### src/swrcc_pkg.sv
// constants for the wait step, reset release and converter settings
// assumes a 40 MHz mclk; all users refer to names as swrcc_pkg::name
package swrcc_pkg;

    // ----------------
    // register offsets
    // ----------------
    localparam logic [7:0] ADDR_WAIT_CTRL  = 8'h97;
    localparam logic [7:0] ADDR_RST_TIMING = 8'h99;
    localparam logic [7:0] ADDR_CONV2_ILIM = 8'h9A;
    localparam logic [7:0] ADDR_CONV3_ILIM = 8'h9B;
    localparam logic [7:0] ADDR_CONV1_ILIM = 8'h9C;
    localparam logic [7:0] ADDR_CONV1_CFG  = 8'h9E;
    localparam logic [7:0] ADDR_CONV3_CFG  = 8'h9F;
    localparam logic [7:0] ADDR_CONV2_CFG  = 8'hA0;
    localparam logic [7:0] REG_RESET_VAL   = 8'h00;

    // ----------------
    // field positions
    // ----------------
    localparam int WAIT_DIR_LSB   = 6;
    localparam int TIMEOUT_BIT    = 5;
    localparam int WAIT_SRC_BIT   = 4;
    localparam int WAIT_TIME_LSB  = 0;
    localparam int RST_EVENT_LSB  = 6;
    localparam int RST_DELAY_LSB  = 0;
    localparam int ILIM_LSB       = 0;
    localparam int MODE_LSB       = 6;
    localparam int PD_OFF_BIT     = 5;

    // ----------------
    // encodings
    // ----------------
    typedef enum logic [1:0] {
        MODE_SETTING = 2'b00,
        MODE_PFM     = 2'b01,
        MODE_SYNC    = 2'b10,
        MODE_AUTO    = 2'b11
    } swrcc_mode_type;

    localparam logic [1:0] EVT_EXTERNAL_WAKEUP_EVENT = 2'b00;
    localparam logic [1:0] EVT_SYSTEM_UP_EVENT     = 2'b01;
    localparam logic [1:0] EVT_POWER_UP_EVENT     = 2'b10;
    localparam logic [1:0] EVT_RESET_EXIT = 2'b11;

    // ----------------
    // timing
    // ----------------
    localparam int CLK_FREQ_MHZ    = 40;
    localparam int TICK_TIME_US    = 512;
    localparam int TICK_CYCLES     = TICK_TIME_US * CLK_FREQ_MHZ;
    localparam int TIMEOUT_TIME_MS = 500;
    localparam int TIMEOUT_TICKS   = (TIMEOUT_TIME_MS * 1000) / TICK_TIME_US;
    localparam int RST_UNIT_US     = 1024;
    localparam int RST_UNIT_TICKS  = RST_UNIT_US / TICK_TIME_US;

    // ----------------
    // current limits in mA
    // ----------------
    localparam int LIM_HI_BASE_MA = 1700;
    localparam int LIM_LO_BASE_MA = 700;
    localparam int LIM_STEP_MA    = 100;

endpackage

### src/swrcc_tick_if.sv
// tick handshake between the control block and its prescalers
// assumes both ends share mclk
`timescale 1ns/10ps
`default_nettype none

interface swrcc_tick_if;
    logic restart;
    logic tick;
    modport timer (input restart, output tick);
    modport user  (output restart, input tick);
endinterface

`default_nettype wire

### src/swrcc_tick_gen.sv
// prescaler giving one tick per TICK_CYCLES mclk cycles
// assumes restart is a one-cycle pulse from logic on mclk
`timescale 1ns/10ps
`default_nettype none

module swrcc_tick_gen #(
    parameter int TICK_CYCLES = swrcc_pkg::TICK_CYCLES
) (
    input  wire logic     mclk,
    input  wire logic     rst_b,
    swrcc_tick_if.timer   tk
);
    localparam int CW = $clog2(TICK_CYCLES + 1);
    localparam logic [CW-1:0] LAST = CW'(TICK_CYCLES - 1);

    logic [CW-1:0] cnt_q;
    logic          tick_q;

    // restart realigns phase so the first tick is a full period away
    always_ff @(posedge mclk or negedge rst_b) begin
        if (!rst_b) begin
            cnt_q  <= '0;
            tick_q <= 1'b0;
        end else if (tk.restart) begin
            cnt_q  <= '0;
            tick_q <= 1'b0;
        end else if (cnt_q == LAST) begin
            cnt_q  <= '0;
            tick_q <= 1'b1;
        end else begin
            cnt_q  <= cnt_q + 1'b1;
            tick_q <= 1'b0;
        end
    end

    assign tk.tick = tick_q;

endmodule

`default_nettype wire

### src/swrcc_ctrl.sv
// wait step control, timed reset release and converter settings
// assumes sequencer strobes and events are one-cycle pulses on mclk;
// external_wait_input is an asynchronous pin
//
// Behaviour
// - wait direction 00 none, 01 up only, 10 down only, 11 both.
// - wait source 0 holds for external input, 1 holds for timer.
// - timeout bit 1 abandons the external wait after 500 ms.
// - wait time 0000 adds no delay beyond the slot.
// - wait time codes give 512 us doubling per code up to 4.2 s at code 14; code 15 never ends.
// - reset event picks wakeup, system-up, power-up or reset exit.
// - reset delay zero releases system reset at once after event.
// - delay 1-31 is n*1.024 ms, 32-63 is 32.768 ms*(n-31).
// - converter2 limit is 1700 mA plus 100 mA per code.
// - converter3 limit is 700 mA plus 100 mA per code.
// - converter1 limit is 700+100*code mA, doubled in full current.
// - converter1 mode 00 sleep bits, 01 pfm, 10 sync, 11 auto.
// - converters 2 and 3 share encoding; conv2 uses conv3 bits.
// - pull-down off bit keeps pull-down off while disabled.
// - sleep bit applies in mode 00: 0 sync, 1 pfm.
// - waiting happens only at the programmed wait step slot.
`timescale 1ns/10ps
`default_nettype none

module swrcc_ctrl #(
    parameter int TICK_CYCLES = swrcc_pkg::TICK_CYCLES
) (
    input  wire logic                 mclk,
    input  wire logic                 rst_b,
    // register port
    input  wire logic                 reg_wr_en,
    input  wire logic                 reg_rd_en,
    input  wire logic [7:0]           reg_addr,
    input  wire logic [7:0]           reg_wdata,
    output logic      [7:0]           reg_rdata,
    // sequencer
    input  wire logic [3:0]           wait_step_slot,
    input  wire logic [3:0]           seq_slot,
    input  wire logic                 seq_slot_enter,
    input  wire logic                 seq_going_up,
    output logic                      seq_wait_hold,
    input  wire logic                 external_wait_input,
    // reset release
    input  wire logic                 external_wakeup_event,
    input  wire logic                 system_up_event,
    input  wire logic                 power_up_event,
    input  wire logic                 reset_mode_exit_event,
    output logic                      system_reset_out_n,
    // converter inputs
    input  wire logic                 conv1_full_current,
    input  wire logic                 conv1_setting_a_sleep,
    input  wire logic                 conv1_setting_b_sleep,
    input  wire logic                 conv1_setting_b_active,
    input  wire logic                 conv3_setting_a_sleep,
    input  wire logic                 conv3_setting_b_sleep,
    input  wire logic                 conv3_setting_b_active,
    input  wire logic                 conv2_setting_b_active,
    input  wire logic [2:0]           conv_enabled,
    // converter outputs
    output logic      [12:0]          conv1_limit_ma,
    output logic      [12:0]          conv2_limit_ma,
    output logic      [12:0]          conv3_limit_ma,
    output swrcc_pkg::swrcc_mode_type conv1_mode_eff,
    output swrcc_pkg::swrcc_mode_type conv2_mode_eff,
    output swrcc_pkg::swrcc_mode_type conv3_mode_eff,
    output logic      [2:0]           conv_pulldown_on
);

    // ----------------
    // helpers
    // ----------------
    function automatic logic [12:0] limit_ma(input int base,
                                             input logic [3:0] code);
        limit_ma = 13'(base + int'(code) * swrcc_pkg::LIM_STEP_MA);
    endfunction

    // mode 00 follows the sleep bit of whichever setting is active
    function automatic swrcc_pkg::swrcc_mode_type resolve(
        input logic [1:0] mode,
        input logic       sl_a,
        input logic       sl_b,
        input logic       b_act);
        logic sl;
        sl = b_act ? sl_b : sl_a;
        if (mode == swrcc_pkg::MODE_SETTING) begin
            resolve = sl ? swrcc_pkg::MODE_PFM : swrcc_pkg::MODE_SYNC;
        end else begin
            resolve = swrcc_pkg::swrcc_mode_type'(mode);
        end
    endfunction

    // ----------------
    // registers
    // ----------------
    logic [7:0] wait_ctrl_q;
    logic [7:0] rst_timing_q;
    logic [3:0] conv1_limit_code;
    logic [3:0] conv2_limit_code;
    logic [3:0] conv3_limit_code;
    logic [7:0] conv1_cfg_q;
    logic [7:0] conv2_cfg_q;
    logic [7:0] conv3_cfg_q;
    logic [7:0] rdata_q;

    always_ff @(posedge mclk or negedge rst_b) begin
        if (!rst_b) begin
            wait_ctrl_q      <= swrcc_pkg::REG_RESET_VAL;
            rst_timing_q     <= swrcc_pkg::REG_RESET_VAL;
            conv1_limit_code <= 4'h0;
            conv2_limit_code <= 4'h0;
            conv3_limit_code <= 4'h0;
            conv1_cfg_q      <= swrcc_pkg::REG_RESET_VAL;
            conv2_cfg_q      <= swrcc_pkg::REG_RESET_VAL;
            conv3_cfg_q      <= swrcc_pkg::REG_RESET_VAL;
        end else if (reg_wr_en) begin
            case (reg_addr)
                swrcc_pkg::ADDR_WAIT_CTRL:  wait_ctrl_q  <= reg_wdata;
                swrcc_pkg::ADDR_RST_TIMING: rst_timing_q <= reg_wdata;
                swrcc_pkg::ADDR_CONV2_ILIM: conv2_limit_code <=
                    reg_wdata[swrcc_pkg::ILIM_LSB +: 4];
                swrcc_pkg::ADDR_CONV3_ILIM: conv3_limit_code <=
                    reg_wdata[swrcc_pkg::ILIM_LSB +: 4];
                swrcc_pkg::ADDR_CONV1_ILIM: conv1_limit_code <=
                    reg_wdata[swrcc_pkg::ILIM_LSB +: 4];
                swrcc_pkg::ADDR_CONV1_CFG:  conv1_cfg_q  <= reg_wdata;
                swrcc_pkg::ADDR_CONV3_CFG:  conv3_cfg_q  <= reg_wdata;
                swrcc_pkg::ADDR_CONV2_CFG:  conv2_cfg_q  <= reg_wdata;
                default: ;
            endcase
        end
    end

    // upper nibble of the limit registers reads zero
    always_ff @(posedge mclk or negedge rst_b) begin
        if (!rst_b) begin
            rdata_q <= 8'h00;
        end else if (reg_rd_en) begin
            case (reg_addr)
                swrcc_pkg::ADDR_WAIT_CTRL:  rdata_q <= wait_ctrl_q;
                swrcc_pkg::ADDR_RST_TIMING: rdata_q <= rst_timing_q;
                swrcc_pkg::ADDR_CONV2_ILIM: rdata_q <= {4'h0, conv2_limit_code};
                swrcc_pkg::ADDR_CONV3_ILIM: rdata_q <= {4'h0, conv3_limit_code};
                swrcc_pkg::ADDR_CONV1_ILIM: rdata_q <= {4'h0, conv1_limit_code};
                swrcc_pkg::ADDR_CONV1_CFG:  rdata_q <= conv1_cfg_q;
                swrcc_pkg::ADDR_CONV3_CFG:  rdata_q <= conv3_cfg_q;
                swrcc_pkg::ADDR_CONV2_CFG:  rdata_q <= conv2_cfg_q;
                default:                    rdata_q <= 8'h00;
            endcase
        end
    end

    assign reg_rdata = rdata_q;

    // ----------------
    // field views
    // ----------------
    logic [1:0] wait_dir;
    logic       timeout_en;
    logic       wait_on_timer;
    logic [3:0] wait_time;
    logic [1:0] rst_event_sel;
    logic [5:0] rst_delay;

    assign wait_dir      = wait_ctrl_q[swrcc_pkg::WAIT_DIR_LSB +: 2];
    assign timeout_en    = wait_ctrl_q[swrcc_pkg::TIMEOUT_BIT];
    assign wait_on_timer = wait_ctrl_q[swrcc_pkg::WAIT_SRC_BIT];
    assign wait_time     = wait_ctrl_q[swrcc_pkg::WAIT_TIME_LSB +: 4];
    assign rst_event_sel = rst_timing_q[swrcc_pkg::RST_EVENT_LSB +: 2];
    assign rst_delay     = rst_timing_q[swrcc_pkg::RST_DELAY_LSB +: 6];

    // ----------------
    // external wait input synchroniser
    // ----------------
    logic ext_wait_s1_q;
    logic ext_wait_s2_q;

    always_ff @(posedge mclk or negedge rst_b) begin
        if (!rst_b) begin
            ext_wait_s1_q <= 1'b0;
            ext_wait_s2_q <= 1'b0;
        end else begin
            ext_wait_s1_q <= external_wait_input;
            ext_wait_s2_q <= ext_wait_s1_q;
        end
    end

    // ----------------
    // wait step state machine
    // ----------------
    typedef enum logic [1:0] {
        W_IDLE = 2'b00,
        W_EXT  = 2'b01,
        W_TMR  = 2'b10
    } swrcc_wait_type;

    swrcc_wait_type wstate_q;
    swrcc_wait_type wstate_d;
    logic [13:0]    wcnt_q;
    logic [13:0]    wcnt_inc;
    logic [14:0]    wait_target;
    logic           dir_match;
    logic           wait_start;
    logic           hold_q;

    swrcc_tick_if wtk ();

    swrcc_tick_gen #(.TICK_CYCLES(TICK_CYCLES)) u_wait_tick (
        .mclk  (mclk),
        .rst_b (rst_b),
        .tk    (wtk.timer)
    );

    // code n counts 2^(n-1) ticks of 512 us
    assign wait_target = 15'h0001 << (wait_time - 4'h1);
    assign wcnt_inc    = wcnt_q + 14'h0001;
    // bit 0 enables up, bit 1 enables down
    assign dir_match   = seq_going_up ? wait_dir[0] : wait_dir[1];
    // a new slot entry while holding is ignored, not a restart
    assign wait_start  = seq_slot_enter && dir_match && wstate_q == W_IDLE
                       && (seq_slot == wait_step_slot);
    assign wtk.restart = wait_start;

    always_comb begin
        wstate_d = wstate_q;
        case (wstate_q)
            W_IDLE: begin
                if (wait_start) begin
                    if (!wait_on_timer) begin
                        wstate_d = W_EXT;
                    end else if (wait_time != 4'h0) begin
                        wstate_d = W_TMR;
                    end
                end
            end
            W_EXT: begin
                if (ext_wait_s2_q) begin
                    wstate_d = W_IDLE;
                end else if (timeout_en && wtk.tick
                             && int'(wcnt_inc) >=
                                swrcc_pkg::TIMEOUT_TICKS) begin
                    wstate_d = W_IDLE;
                end
            end
            W_TMR: begin
                if (wtk.tick && {1'b0, wcnt_inc} >= wait_target) begin
                    wstate_d = W_IDLE;
                end
            end
            default: wstate_d = W_IDLE;
        endcase
    end

    always_ff @(posedge mclk or negedge rst_b) begin
        if (!rst_b) begin
            wstate_q <= W_IDLE;
            hold_q   <= 1'b0;
        end else begin
            wstate_q <= wstate_d;
            hold_q   <= (wstate_d != W_IDLE);
        end
    end

    always_ff @(posedge mclk or negedge rst_b) begin
        if (!rst_b) begin
            wcnt_q <= '0;
        end else if (wait_start) begin
            wcnt_q <= '0;
        end else if (wstate_q != W_IDLE && wtk.tick) begin
            wcnt_q <= wcnt_inc;
        end
    end

    assign seq_wait_hold = hold_q;

    // ----------------
    // reset release timer
    // ----------------
    logic        rst_hit;
    logic        rst_run_q;
    logic        rst_out_q;
    logic [11:0] rcnt_q;
    logic [11:0] rcnt_inc;
    logic [11:0] rst_target;

    swrcc_tick_if rtk ();

    swrcc_tick_gen #(.TICK_CYCLES(TICK_CYCLES)) u_rst_tick (
        .mclk  (mclk),
        .rst_b (rst_b),
        .tk    (rtk.timer)
    );

    always_comb begin
        case (rst_event_sel)
            swrcc_pkg::EVT_EXTERNAL_WAKEUP_EVENT: rst_hit = external_wakeup_event;
            swrcc_pkg::EVT_SYSTEM_UP_EVENT:     rst_hit = system_up_event;
            swrcc_pkg::EVT_POWER_UP_EVENT:     rst_hit = power_up_event;
            default:                   rst_hit = reset_mode_exit_event;
        endcase
    end

    // counted in 512 us ticks, two per 1.024 ms unit
    always_comb begin
        if (rst_delay < 6'd32) begin
            rst_target = 12'(int'(rst_delay)
                       * swrcc_pkg::RST_UNIT_TICKS);
        end else begin
            rst_target = 12'((int'(rst_delay) - 31) * 32
                       * swrcc_pkg::RST_UNIT_TICKS);
        end
    end

    assign rcnt_inc    = rcnt_q + 12'h001;
    assign rtk.restart = rst_hit;

    always_ff @(posedge mclk or negedge rst_b) begin
        if (!rst_b) begin
            rst_out_q <= 1'b0;
            rst_run_q <= 1'b0;
            rcnt_q    <= '0;
        end else if (rst_hit) begin
            rcnt_q <= '0;
            if (rst_delay == 6'd0) begin
                rst_out_q <= 1'b1;
                rst_run_q <= 1'b0;
            end else begin
                rst_out_q <= 1'b0;
                rst_run_q <= 1'b1;
            end
        end else if (rst_run_q && rtk.tick) begin
            rcnt_q <= rcnt_inc;
            if (rcnt_inc >= rst_target) begin
                rst_out_q <= 1'b1;
                rst_run_q <= 1'b0;
            end
        end
    end

    assign system_reset_out_n = rst_out_q;

    // ----------------
    // converter settings
    // ----------------
    logic [12:0]               lim1_q;
    logic [12:0]               lim2_q;
    logic [12:0]               lim3_q;
    swrcc_pkg::swrcc_mode_type mode1_q;
    swrcc_pkg::swrcc_mode_type mode2_q;
    swrcc_pkg::swrcc_mode_type mode3_q;
    logic [2:0]                pd_q;
    logic [2:0]                pd_off;
    logic [12:0]               lim1_base;

    assign lim1_base = limit_ma(swrcc_pkg::LIM_LO_BASE_MA,
                                conv1_limit_code);
    assign pd_off = {conv3_cfg_q[swrcc_pkg::PD_OFF_BIT],
                     conv2_cfg_q[swrcc_pkg::PD_OFF_BIT],
                     conv1_cfg_q[swrcc_pkg::PD_OFF_BIT]};

    always_ff @(posedge mclk or negedge rst_b) begin
        if (!rst_b) begin
            lim1_q <= '0;
            lim2_q <= '0;
            lim3_q <= '0;
        end else begin
            lim1_q <= conv1_full_current ? {lim1_base[11:0], 1'b0}
                                         : lim1_base;
            lim2_q <= limit_ma(swrcc_pkg::LIM_HI_BASE_MA,
                               conv2_limit_code);
            lim3_q <= limit_ma(swrcc_pkg::LIM_LO_BASE_MA,
                               conv3_limit_code);
        end
    end

    // reset loads sync; from the next edge mode 00 follows the sleep bits
    always_ff @(posedge mclk or negedge rst_b) begin
        if (!rst_b) begin
            mode1_q <= swrcc_pkg::MODE_SYNC;
            mode2_q <= swrcc_pkg::MODE_SYNC;
            mode3_q <= swrcc_pkg::MODE_SYNC;
        end else begin
            mode1_q <= resolve(conv1_cfg_q[swrcc_pkg::MODE_LSB +: 2],
                               conv1_setting_a_sleep,
                               conv1_setting_b_sleep,
                               conv1_setting_b_active);
            // conv2 follows the conv3 sleep bits, as printed
            mode2_q <= resolve(conv2_cfg_q[swrcc_pkg::MODE_LSB +: 2],
                               conv3_setting_a_sleep,
                               conv3_setting_b_sleep,
                               conv2_setting_b_active);
            mode3_q <= resolve(conv3_cfg_q[swrcc_pkg::MODE_LSB +: 2],
                               conv3_setting_a_sleep,
                               conv3_setting_b_sleep,
                               conv3_setting_b_active);
        end
    end

    // pull-down only while disabled and not switched off
    always_ff @(posedge mclk or negedge rst_b) begin
        if (!rst_b) begin
            pd_q <= 3'h7;
        end else begin
            pd_q <= ~conv_enabled & ~pd_off;
        end
    end

    assign conv1_limit_ma   = lim1_q;
    assign conv2_limit_ma   = lim2_q;
    assign conv3_limit_ma   = lim3_q;
    assign conv1_mode_eff   = mode1_q;
    assign conv2_mode_eff   = mode2_q;
    assign conv3_mode_eff   = mode3_q;
    assign conv_pulldown_on = pd_q;

endmodule

`default_nettype wire

### config.mk
export PLATFORM = sky130hd
export DESIGN_NAME = swrcc_ctrl
export DESIGN_NICKNAME = d
export VERILOG_FILES = /design/src/swrcc_pkg.sv /design/src/swrcc_tick_if.sv /design/src/swrcc_tick_gen.sv /design/src/swrcc_ctrl.sv
export SDC_FILE = /design/constraint.sdc
export NUM_CORES = 1
export LEC_CHECK = 0
export BUFFER_PORTS_ARGS = -buffer_cell sky130_fd_sc_hd__buf_4
export CORE_MARGIN = 4
export CORE_UTILIZATION = 32
export DETAILED_ROUTE_END_ITERATION = 6
export GPL_TIMING_DRIVEN = 0
export PLACE_DENSITY_LB_ADDON = 0.05
export SKIP_LAST_GASP = 1
export SYNTH_ARGS = -nofsm -noshare
export SYNTH_HDL_FRONTEND = slang
export SYNTH_SLANG_ARGS = --single-unit
### constraint.sdc
create_clock -name mclk -period 6.5 [get_ports mclk]
set_input_delay 0.325 -clock mclk [delete_from_list [all_inputs] [get_ports mclk]]
set_output_delay 0.325 -clock mclk [all_outputs]
set_load 0.01 [all_outputs]
# ---- After elaboration in Yosys (flattened, before gate mapping)
# Index checks and enable logic that the tools add are counted.
dict set report totals {
  out_inout_bits 58
  register_bits 171
  elab_cells 133
}
dict set report op_classes {
  n_lt_le_gt_ge 4
  add_sub_neg 9
  n_shift 1
  n_reduce_logical 29
  n_eq_ne 15
  n_mux 41
  mul 3
  bitwise_logic 3
}
# cell n
set ops {}
lappend ops {{== test 8 bit (second input constant)} 8}
lappend ops {{one-hot mux 8 bit (8 select lines)} 1}
lappend ops {{2-to-1 mux 15 bit} 4}
lappend ops {{2-to-1 mux 12 bit} 3}
lappend ops {{adder 15 x 1 -> 15 bit (second input constant)} 2}
lappend ops {{== test 15 bit (second input constant)} 2}
lappend ops {{2-to-1 mux 14 bit} 2}
lappend ops {{multiplier 4 x 5 -> 9 bit (second input constant)} 3}
lappend ops {{adder 10 x 11 -> 12 bit (first input constant)} 2}
lappend ops {{2-to-1 mux 2 bit} 12}
lappend ops {{AND reduction 2 bit} 9}
lappend ops {{2-to-1 mux 1 bit} 16}
lappend ops {{greater-or-equal comparator 14 x 15 -> 1 bit} 1}
lappend ops {{<< shifter 1 x 4 -> 15 bit (first input constant)} 1}
lappend ops {{adder 14 x 1 -> 14 bit (second input constant)} 1}
lappend ops {{greater-or-equal comparator 14 x 10 -> 1 bit (second input constant)} 1}
lappend ops {{2-to-1 mux 13 bit} 1}
lappend ops {{adder 11 x 11 -> 12 bit (first input constant)} 1}
lappend ops {{adder 12 x 1 -> 12 bit (second input constant)} 1}
lappend ops {{greater-or-equal comparator 12 bit} 1}
lappend ops {{logical NOT 2 bit} 5}
lappend ops {{nonzero test 2 bit} 5}
lappend ops {{logical AND 1 bit} 8}
lappend ops {{logical NOT 6 bit} 1}
lappend ops {{11 further kinds} 14}

# ---- Depth between registers and ports, before layout
# Gate-level depths: netlist of the first run.
dict set report logic_depth {
  depth_word 7
  ltp_mapped 14
}

# ---- By module
# Synthesis of the first run repeated with hierarchy kept, for this count alone.
dict set report unflattened {
  hier_cells 934
  area_unflattened_um2 9495.4
}
# mod seq_area_each_um2 cells_per_inst area_each_um2 n_inst
set modules_own_cells {}
lappend modules_own_cells {swrcc_ctrl 3335.7 774 7888.8 1}
lappend modules_own_cells {swrcc_tick_gen 400.4 80 803.3 2}

# ---- Least setup slack after synthesis of the first run
# OpenSTA, ideal clock, no wires.
dict set report synth_path {
  kind {flip-flop to flip-flop}
  start {register wcnt_q[0]}
  end {register hold_q, in the netlist seq_wait_hold}
  stages_incl_launch_ff 14
  arrival_time_ps 2634
  setup_time_ps 124
  n_path_buf 1
  path_slack_ps 3742
  path_cell_list {dfrtp_1 > ha_1 > buf_6 > and4_4 > and3_4 > nand3_1 > xnor2_1 > ha_1 > nand3_1 > or3_1 > a31oi_1 > and4_4 > o21ai_2 > or2_1}
}
dict set report synth_via {
  elab_chain_len 7
  elab_cells_between_ends 10
}
# item line
set synth_lines {}
lappend synth_lines {{start, declared} swrcc_ctrl.sv:198} ;# logic [13:0] wcnt_q;
lappend synth_lines {{start signal, assigned} swrcc_ctrl.sv:269} ;# wcnt_q <= wcnt_inc;
lappend synth_lines {{adder 14 x 1 -> 14 bit *} swrcc_ctrl.sv:215} ;# assign wcnt_inc = wcnt_q + 14'h0001;
lappend synth_lines {{greater-or-equal comparator 14 x 10 -> 1 bit} swrcc_ctrl.sv:239} ;# && int'(wcnt_inc) >=
lappend synth_lines {{logical AND 1 bit} swrcc_ctrl.sv:239}
lappend synth_lines {{2-to-1 mux 2 bit} swrcc_ctrl.sv:238} ;# end else if (timeout_en && wtk.tick
lappend synth_lines {{2-to-1 mux 2 bit} swrcc_ctrl.sv:236} ;# if (ext_wait_s2_q) begin
lappend synth_lines {{one-hot mux 2 bit (3 select lines) *} swrcc_ctrl.sv:225} ;# case (wstate_q)
lappend synth_lines {{net wstate_d[1]} swrcc_ctrl.sv:197} ;# swrcc_wait_type wstate_d;
lappend synth_lines {{nonzero test 2 bit *} swrcc_ctrl.sv:259} ;# hold_q <= (wstate_d != W_IDLE);
lappend synth_lines {{end signal, assigned} swrcc_ctrl.sv:259}
lappend synth_lines {{end, declared} swrcc_ctrl.sv:203} ;# logic hold_q;
# Mark *: on every way through the listed nets, which the timed path passes. The rest lies on a longest branch.
# A chain may end at the register's enable or synchronous reset.

# ---- Worst setup path in the final report of the first run
# Ends and elaborated chain as after synthesis.

==> summary.md, run 1 <==
| Metric | Value |
|---|---|
| Sinks on Clock Net | `165` |
| Nets | `1,158` |
| Dpl cell area | `10,600 um^2` |
| Leading area contributor after synthesis | `dfrtp_1` |
| Final slew viol count | `0` |
| Initial antenna violation count | `1` |
| Setup TNS | `0 ns` |
| GRT Total Usage | `0.146` |
| Largest net degree at the start of global routing | `103` |
| Measured slew at the worst slew-check pin | `0.866 ns` |
| Post-Synthesis Cells | `921` |
| Area of the multi-input gates | `4900 um^2` |
| Most frequent cell after synthesis | `dfrtp_1` |
| First-pass GRT wire length | `38.8 mm` |
| Synth top area cells | `dfrtp_1 (42%), ha_1 (8.8%), mux2_2 (6.8%)` |
| CP required | `6.81 ns` |
| Gpl congestion | `0.750` |
| Fillers | `2,898` |
| CORE AREA | `28,900 um^2` |
| Die Ht | `180 um` |
| Synth top cells by count | `dfrtp_1 (159), nand2_1 (80), nor2_1 (74)` |
| Max VDD drop | `0.177 mV` |
| Final HPWL DP | `17.1 mm` |
| Depth of the CTS H-tree | `4` |
| Vias per inst | `4.73` |
| Antenna-violating nets left | `0` |
| Number of global-route vias before repair | `7,297` |
| Max clock buf depth | `2` |
| Clk pwr share | `0.395` |
| Mapped Area | `9420 um^2` |
| Ys async rst share | `1.00` |
| Drt total wl | `22.7 mm` |
| Area delta synth->final | `19.7%` |
| Initial core utilization | `0.327` |
| Power Internal | `0.00190 W` |
| Inserted Diodes | `0` |
| IO buf count | `91` |
| Final hold vios | `0` |
| Switching share of power | `0.276` |
| Initial DRC Count | `319` |
| Psw | `0.000724 W` |
| HP Class | `in -> reg` |
| Critical path class | `reg -> reg` |
| # rows | `62` |
| Skew final | `0.0129 ns` |
| Final-report setup violation count | `0` |
| Sequential area share after synthesis | `0.439` |
| Global route overflow | `0` |
| Avg Cell Area, Syn | `10.2 um^2` |
| Post-CTS Resized | `0` |
| Clock Pin Slew Worst Setup and Hold Paths | `0.07 ns` |
| Post-route cell area | `11,300 um^2` |
| Comb power frac | `0.157` |
| Pwr Density | `233 nW/um^2` |
| Die width | `180 um` |
| Die area | `32,300 um^2` |
| PnR worst setup slack | `3.43 ns` |
| CTS Root Cell | `clkbuf_16` |
| Sequential Area | `4140 um^2` |
| Worst setup SP type | `flop` |
| Tcrit/Tclk final | `0.472` |
| Share of cells above drive strength 1 | `0.218` |
| Max_cap viols | `0` |
| DR pass1 iterations | `5` |
| DRC viols | `0` |
| # IOs | `104` |
| Routed length per instance | `15.8 um` |
| Count of cell types in the netlist | `73` |
| Fmax | `0.326 GHz` |
| Rel. slew slack | `0.421` |
| Worst EP arrival | `3.38 ns` |
| Reg power frac | `0.448` |
| RSZ-0062 raised after global routing | `false` |
| Synth top area share | `0.422` |
| CTS buffer count | `17` |
| Pre-CTS WS | `3.45 ns` |
| Worst-skew pair later-pin latency | `0.43 ns` |
| Design Power | `0.00262 W` |
| R2r setup slk | `3.43 ns` |
| Leak pwr | `5.29 nW` |
| Synth Register Bits | `165` |
| Setup crit end kind | `flop` |
| Status | `finished clean` |
| Post-synth EDFFs | `0` |
| Period minus WS final | `3.07 ns` |
| CTS tree | `built` |
| Synth Flop Type | `dfrtp_1` |
| Vias | `6,805` |
| WHS | `0.0555 ns` |
| Crit Path Max Fanout | `8` |
| Yosys warns | `0` |
placed cells by master (no fill, tap or decap), drive strengths merged, types with 5 or more instances in the layout:
master	instances
nor3	8
dfstp	6
o21ai	44
o22ai	7
a21o	12
nor2b	13
xor2	50
buf	118
mux2	57
a31oi	7
inv	56
a221oi	5
dfrtp	159
nor2	77
nand3	36
nand2b	14
nand4	8
conb	8
and3	16
nand2	84
a21oi	25
ha	66
nor3b	5
a22oi	11
and4	11
and2	6
clkbuf	31
xnor2	41
or3	6
flip-flops by register name, summed over array words and instances, names as in the netlist, 10 cells and up:
register,flops
u_rst_tick.cnt_q,15
conv2_limit_ma,10
conv3_limit_ma,10
conv1_limit_ma,11
rcnt_q,12
u_wait_tick.cnt_q,15
wcnt_q,14
cell type report:
class | count | share of cell area
Multi-Input combinational cell | 674 | 0.435
Clock inverter | 12 | 0.0129
Inverter | 52 | 0.0173
Buffer | 37 | 0.0191
Clock buffer | 20 | 0.0396
Sequential cell | 165 | 0.367
Tap cell | 384 | 0.0426
Timing Repair Buffer | 96 | 0.0672
critical path, stage by stage, from the launching register on:
cell and delay (ns):
dfrtp_1 0.46, ha_1 0.20, buf_6 0.13, and4_4 0.26, and3_4 0.22, nand3_1 0.09, xnor2_1 0.19, ha_1 0.32
nand3_1 0.09, or3_1 0.32, a31oi_1 0.14, and4_4 0.23, o21ai_2 0.08, or2_1 0.22
power by group through the flow:
stage	logic [W]	registers [W]	clock network [W]
3_5_place_dp	0.000420	0.00120	0
6_report	0.000413	0.00117	0.00104
5_1_grt	0.000469	0.00119	0.00111
4_1_cts	0.000424	0.00118	0.00107
2_1_floorplan	0.000228	0.00120	0
3_3_place_gp	0.000417	0.00119	0
final timing paths:
check,end,from,depth (start not counted)
max in group asynchronous,wcnt_q[8],rst_b,3
worst max-delay path,seq_wait_hold,wcnt_q[0],13
worst min-delay path,conv_pulldown_on[0],conv_enabled[0],2
worst max register to register,seq_wait_hold,wcnt_q[0],13
min in group asynchronous,conv1_limit_ma[10],rst_b,2
worst min register to register,ext_wait_s2_q,ext_wait_s1_q,0
metal layers:
layer	up-vias	global-route usage	share of wire
met5	-	0	0.00088
met4	2	0.0326	0.0089
met2	100	0.252	0.50
met3	14	0.0287	0.031
met1	3259	0.190	0.46
li1	3430	-	-
per-stage QoR:
stage,utilization,cells
finish,0.391,1440
global route,0.391,1440
CTS,0.391,1440
detailed placement,0.369,1404
global placement,0.368,1403
floorplan,-,928
kinds of logic (layout without fill, tap and decap cells):
logic type	after synthesis	after routing	share of synthesized area
other cells	1	8	0.000398
simple gates	295	295	0.160
flops	165	165	0.439
buf+inv	89	217	0.0435
fa+ha+maj	69	69	0.0940
xor+xnor	91	91	0.0846
compound gates	151	151	0.106
mux	60	60	0.0726
what timing repair did:
action	CTS	global route
endpoints found under the hold margin	61	0
hold buffers	4	0
setup buffers	0	0
Power figures use the tool's default switching activity.
==> run 2: changes to the inputs <==
==> constraint.sdc (replaced) <==
create_clock -name mclk -period 2.8 [get_ports mclk]
set_input_delay 0.14 -clock mclk [delete_from_list [all_inputs] [get_ports mclk]]
set_output_delay 0.14 -clock mclk [all_outputs]
set_load 0.01 [all_outputs]
==> summary.md, run 2 (same netlist as run 1, synthesis figures left out) <==
| Metric | Value |
|---|---|
| Vias per inst | `4.72` |
| Measured slew at the worst slew-check pin | `0.857 ns` |
| Drt total wl | `23.1 mm` |
| Die width | `180 um` |
| Die Ht | `180 um` |
| # IOs | `104` |
| DR pass1 iterations | `5` |
| Skew final | `0.0119 ns` |
| Crit Path Max Fanout | `4` |
| Sinks on Clock Net | `165` |
| Setup crit end kind | `flop` |
| Most common cell after layout, fill and taps aside | `dfrtp_1` |
| Dpl cell area | `10,600 um^2` |
| Gpl congestion | `0.750` |
| Worst setup SP type | `flop` |
| Largest regs | `u_rst_tick.cnt_q: 15 flops, u_wait_tick.cnt_q: 15 flops, wcnt_q: 14 flops` |
| Pwr Density | `522 nW/um^2` |
| Final slew viol count | `0` |
| Critical path class | `reg -> reg` |
| Routed length per instance | `15.8 um` |
| Antenna-violating nets left | `0` |
| IO buf count | `91` |
| Period minus WS final | `2.79 ns` |
| Initial core utilization | `0.327` |
| # rows | `62` |
| Final-report setup violation count | `0` |
| Global route overflow | `0` |
| Max VDD drop | `0.409 mV` |
| CORE AREA | `28,900 um^2` |
| Fillers | `2,869` |
| Pre-CTS WS | `-0.246 ns` |
| Final hold vios | `0` |
| Vias | `6,917` |
| Die area | `32,300 um^2` |
| Max clock buf depth | `2` |
| Area delta synth->final | `24.1%` |
| CTS buffer count | `17` |
| Post-route cell area | `11,700 um^2` |
| CTS Root Cell | `clkbuf_16` |
| Tcrit/Tclk final | `0.996` |
| Leak pwr | `5.42 nW` |
| CP required | `3.11 ns` |
| GRT Total Usage | `0.147` |
| Worst EP arrival | `3.10 ns` |
| DRC viols | `0` |
| Clock Pin Slew Worst Setup and Hold Paths | `0.07 ns` |
| Largest net degree at the start of global routing | `103` |
| Rel. slew slack | `0.428` |
| Final HPWL DP | `17.1 mm` |
| Worst-skew pair later-pin latency | `0.43 ns` |
| Nets | `1,182` |
| Fmax | `0.359 GHz` |
| Share of cells above drive strength 1 | `0.256` |
| Number of global-route vias before repair | `7,418` |
| CTS tree | `built` |
| Max_cap viols | `0` |
| First-pass GRT wire length | `39.1 mm` |
| PnR worst setup slack | `0.0111 ns` |
| Initial DRC Count | `351` |
| Initial antenna violation count | `2` |
| Depth of the CTS H-tree | `4` |
| Most frequent cells in the layout | `dfrtp_1 (152), buf_4 (123), nand2_1 (79)` |
| RSZ-0062 raised after global routing | `true` |
| Status | `finished clean` |
| HP Class | `in -> reg` |
run 2: cell types whose count changed in the layout (fill, tap and decap cells not counted), moves of 4 or more:
cell	previous run	this run
nand3_1	35	30
and3_1	15	9
and3_4	1	6
ha_1	66	62
buf_4	106	123
dfrtp_1	159	152
dfrtp_2	0	7
dlygate4sd3_1	4	14
run 2: worst max-delay path: stages, from the launching register on:
cell and delay [ns]:
dfrtp_1 0.41, ha_4 0.16, and4_4 0.25, and3_4 0.21
nand3_4 0.10, xnor2_4 0.17, ha_4 0.29, nand3_2 0.06
or3_1 0.35, a31oi_1 0.14, and4_4 0.24, o21ai_4 0.06
or2_1 0.24
run 2: path summary, 6_finish.rpt:
path / from / end / slack [ns] / cells past startpoint
hold / removal: conv1_full_current / conv1_limit_ma[12] / 0.02 / 3
setup / recovery: wcnt_q[1] / seq_wait_hold / 0.01 / 12
max in group asynchronous: rst_b / wcnt_q[8] / 1.61 / 3
min in group asynchronous: rst_b / conv1_limit_ma[10] / 0.24 / 2
setup reg to reg: wcnt_q[1] / seq_wait_hold / 0.01 / 12
hold reg to reg: ext_wait_s1_q / ext_wait_s2_q / 0.35 / 0
run 2: metal layers:
layer | GRT usage | wire (um) | vias up
met5 | 0 | 20 | -
met4 | 0.0323 | 199 | 2
met3 | 0.0273 | 624 | 14
met2 | 0.256 | 11500 | 82
met1 | 0.191 | 10800 | 3327
li1 | - | - | 3492
run 2: area by class of cell:
class | instances | area [um^2] | area share
diodes | 1 | 2.50 | 0.000214
plain buffers | 35 | 211 | 0.0181
clock buffers | 20 | 447 | 0.0382
clock inverters | 12 | 145 | 0.0124
inverters | 52 | 195 | 0.0167
multi-input cells | 674 | 5090 | 0.435
flip-flops and latches | 165 | 4150 | 0.354
well taps | 384 | 480 | 0.0411
repair buffers | 122 | 982 | 0.0840
run 2: power breakdown:
| part | internal [W] | switching, W | total, W |
|---|---|---|---|
| logic | 0.000473 | 0.000502 | 0.000976 |
| clock network | 0.00136 | 0.00105 | 0.00240 |
| registers | 0.00259 | 0.000138 | 0.00273 |
| total | 0.00442 | 0.00169 | 0.00611 |
run 2: repair_timing:
action | CTS | global route
hold buffers | 14 | 0
gates resized for setup | 14 | 32
endpoints found under the setup margin | 4 | 6
hold endpoints to repair | 85 | 0
pin swaps | 5 | 15
buffers inserted | 9 | 7
run 2: through the flow:
stage	total power [W]	hold WS (ns)	std cells	TNS, ns	util
2_1_floorplan	0.00332	-0.156	928	0	-
3_3_place_gp	0.00374	0.251	1403	-0.426	0.368
3_5_place_dp	0.00375	0.118	1404	-0.420	0.369
4_1_cts	0.00621	0.000349	1458	-0.0484	0.398
5_1_grt	0.00645	0.0202	1465	-0.0942	0.405
6_report	0.00611	0.0171	1465	0	0.405
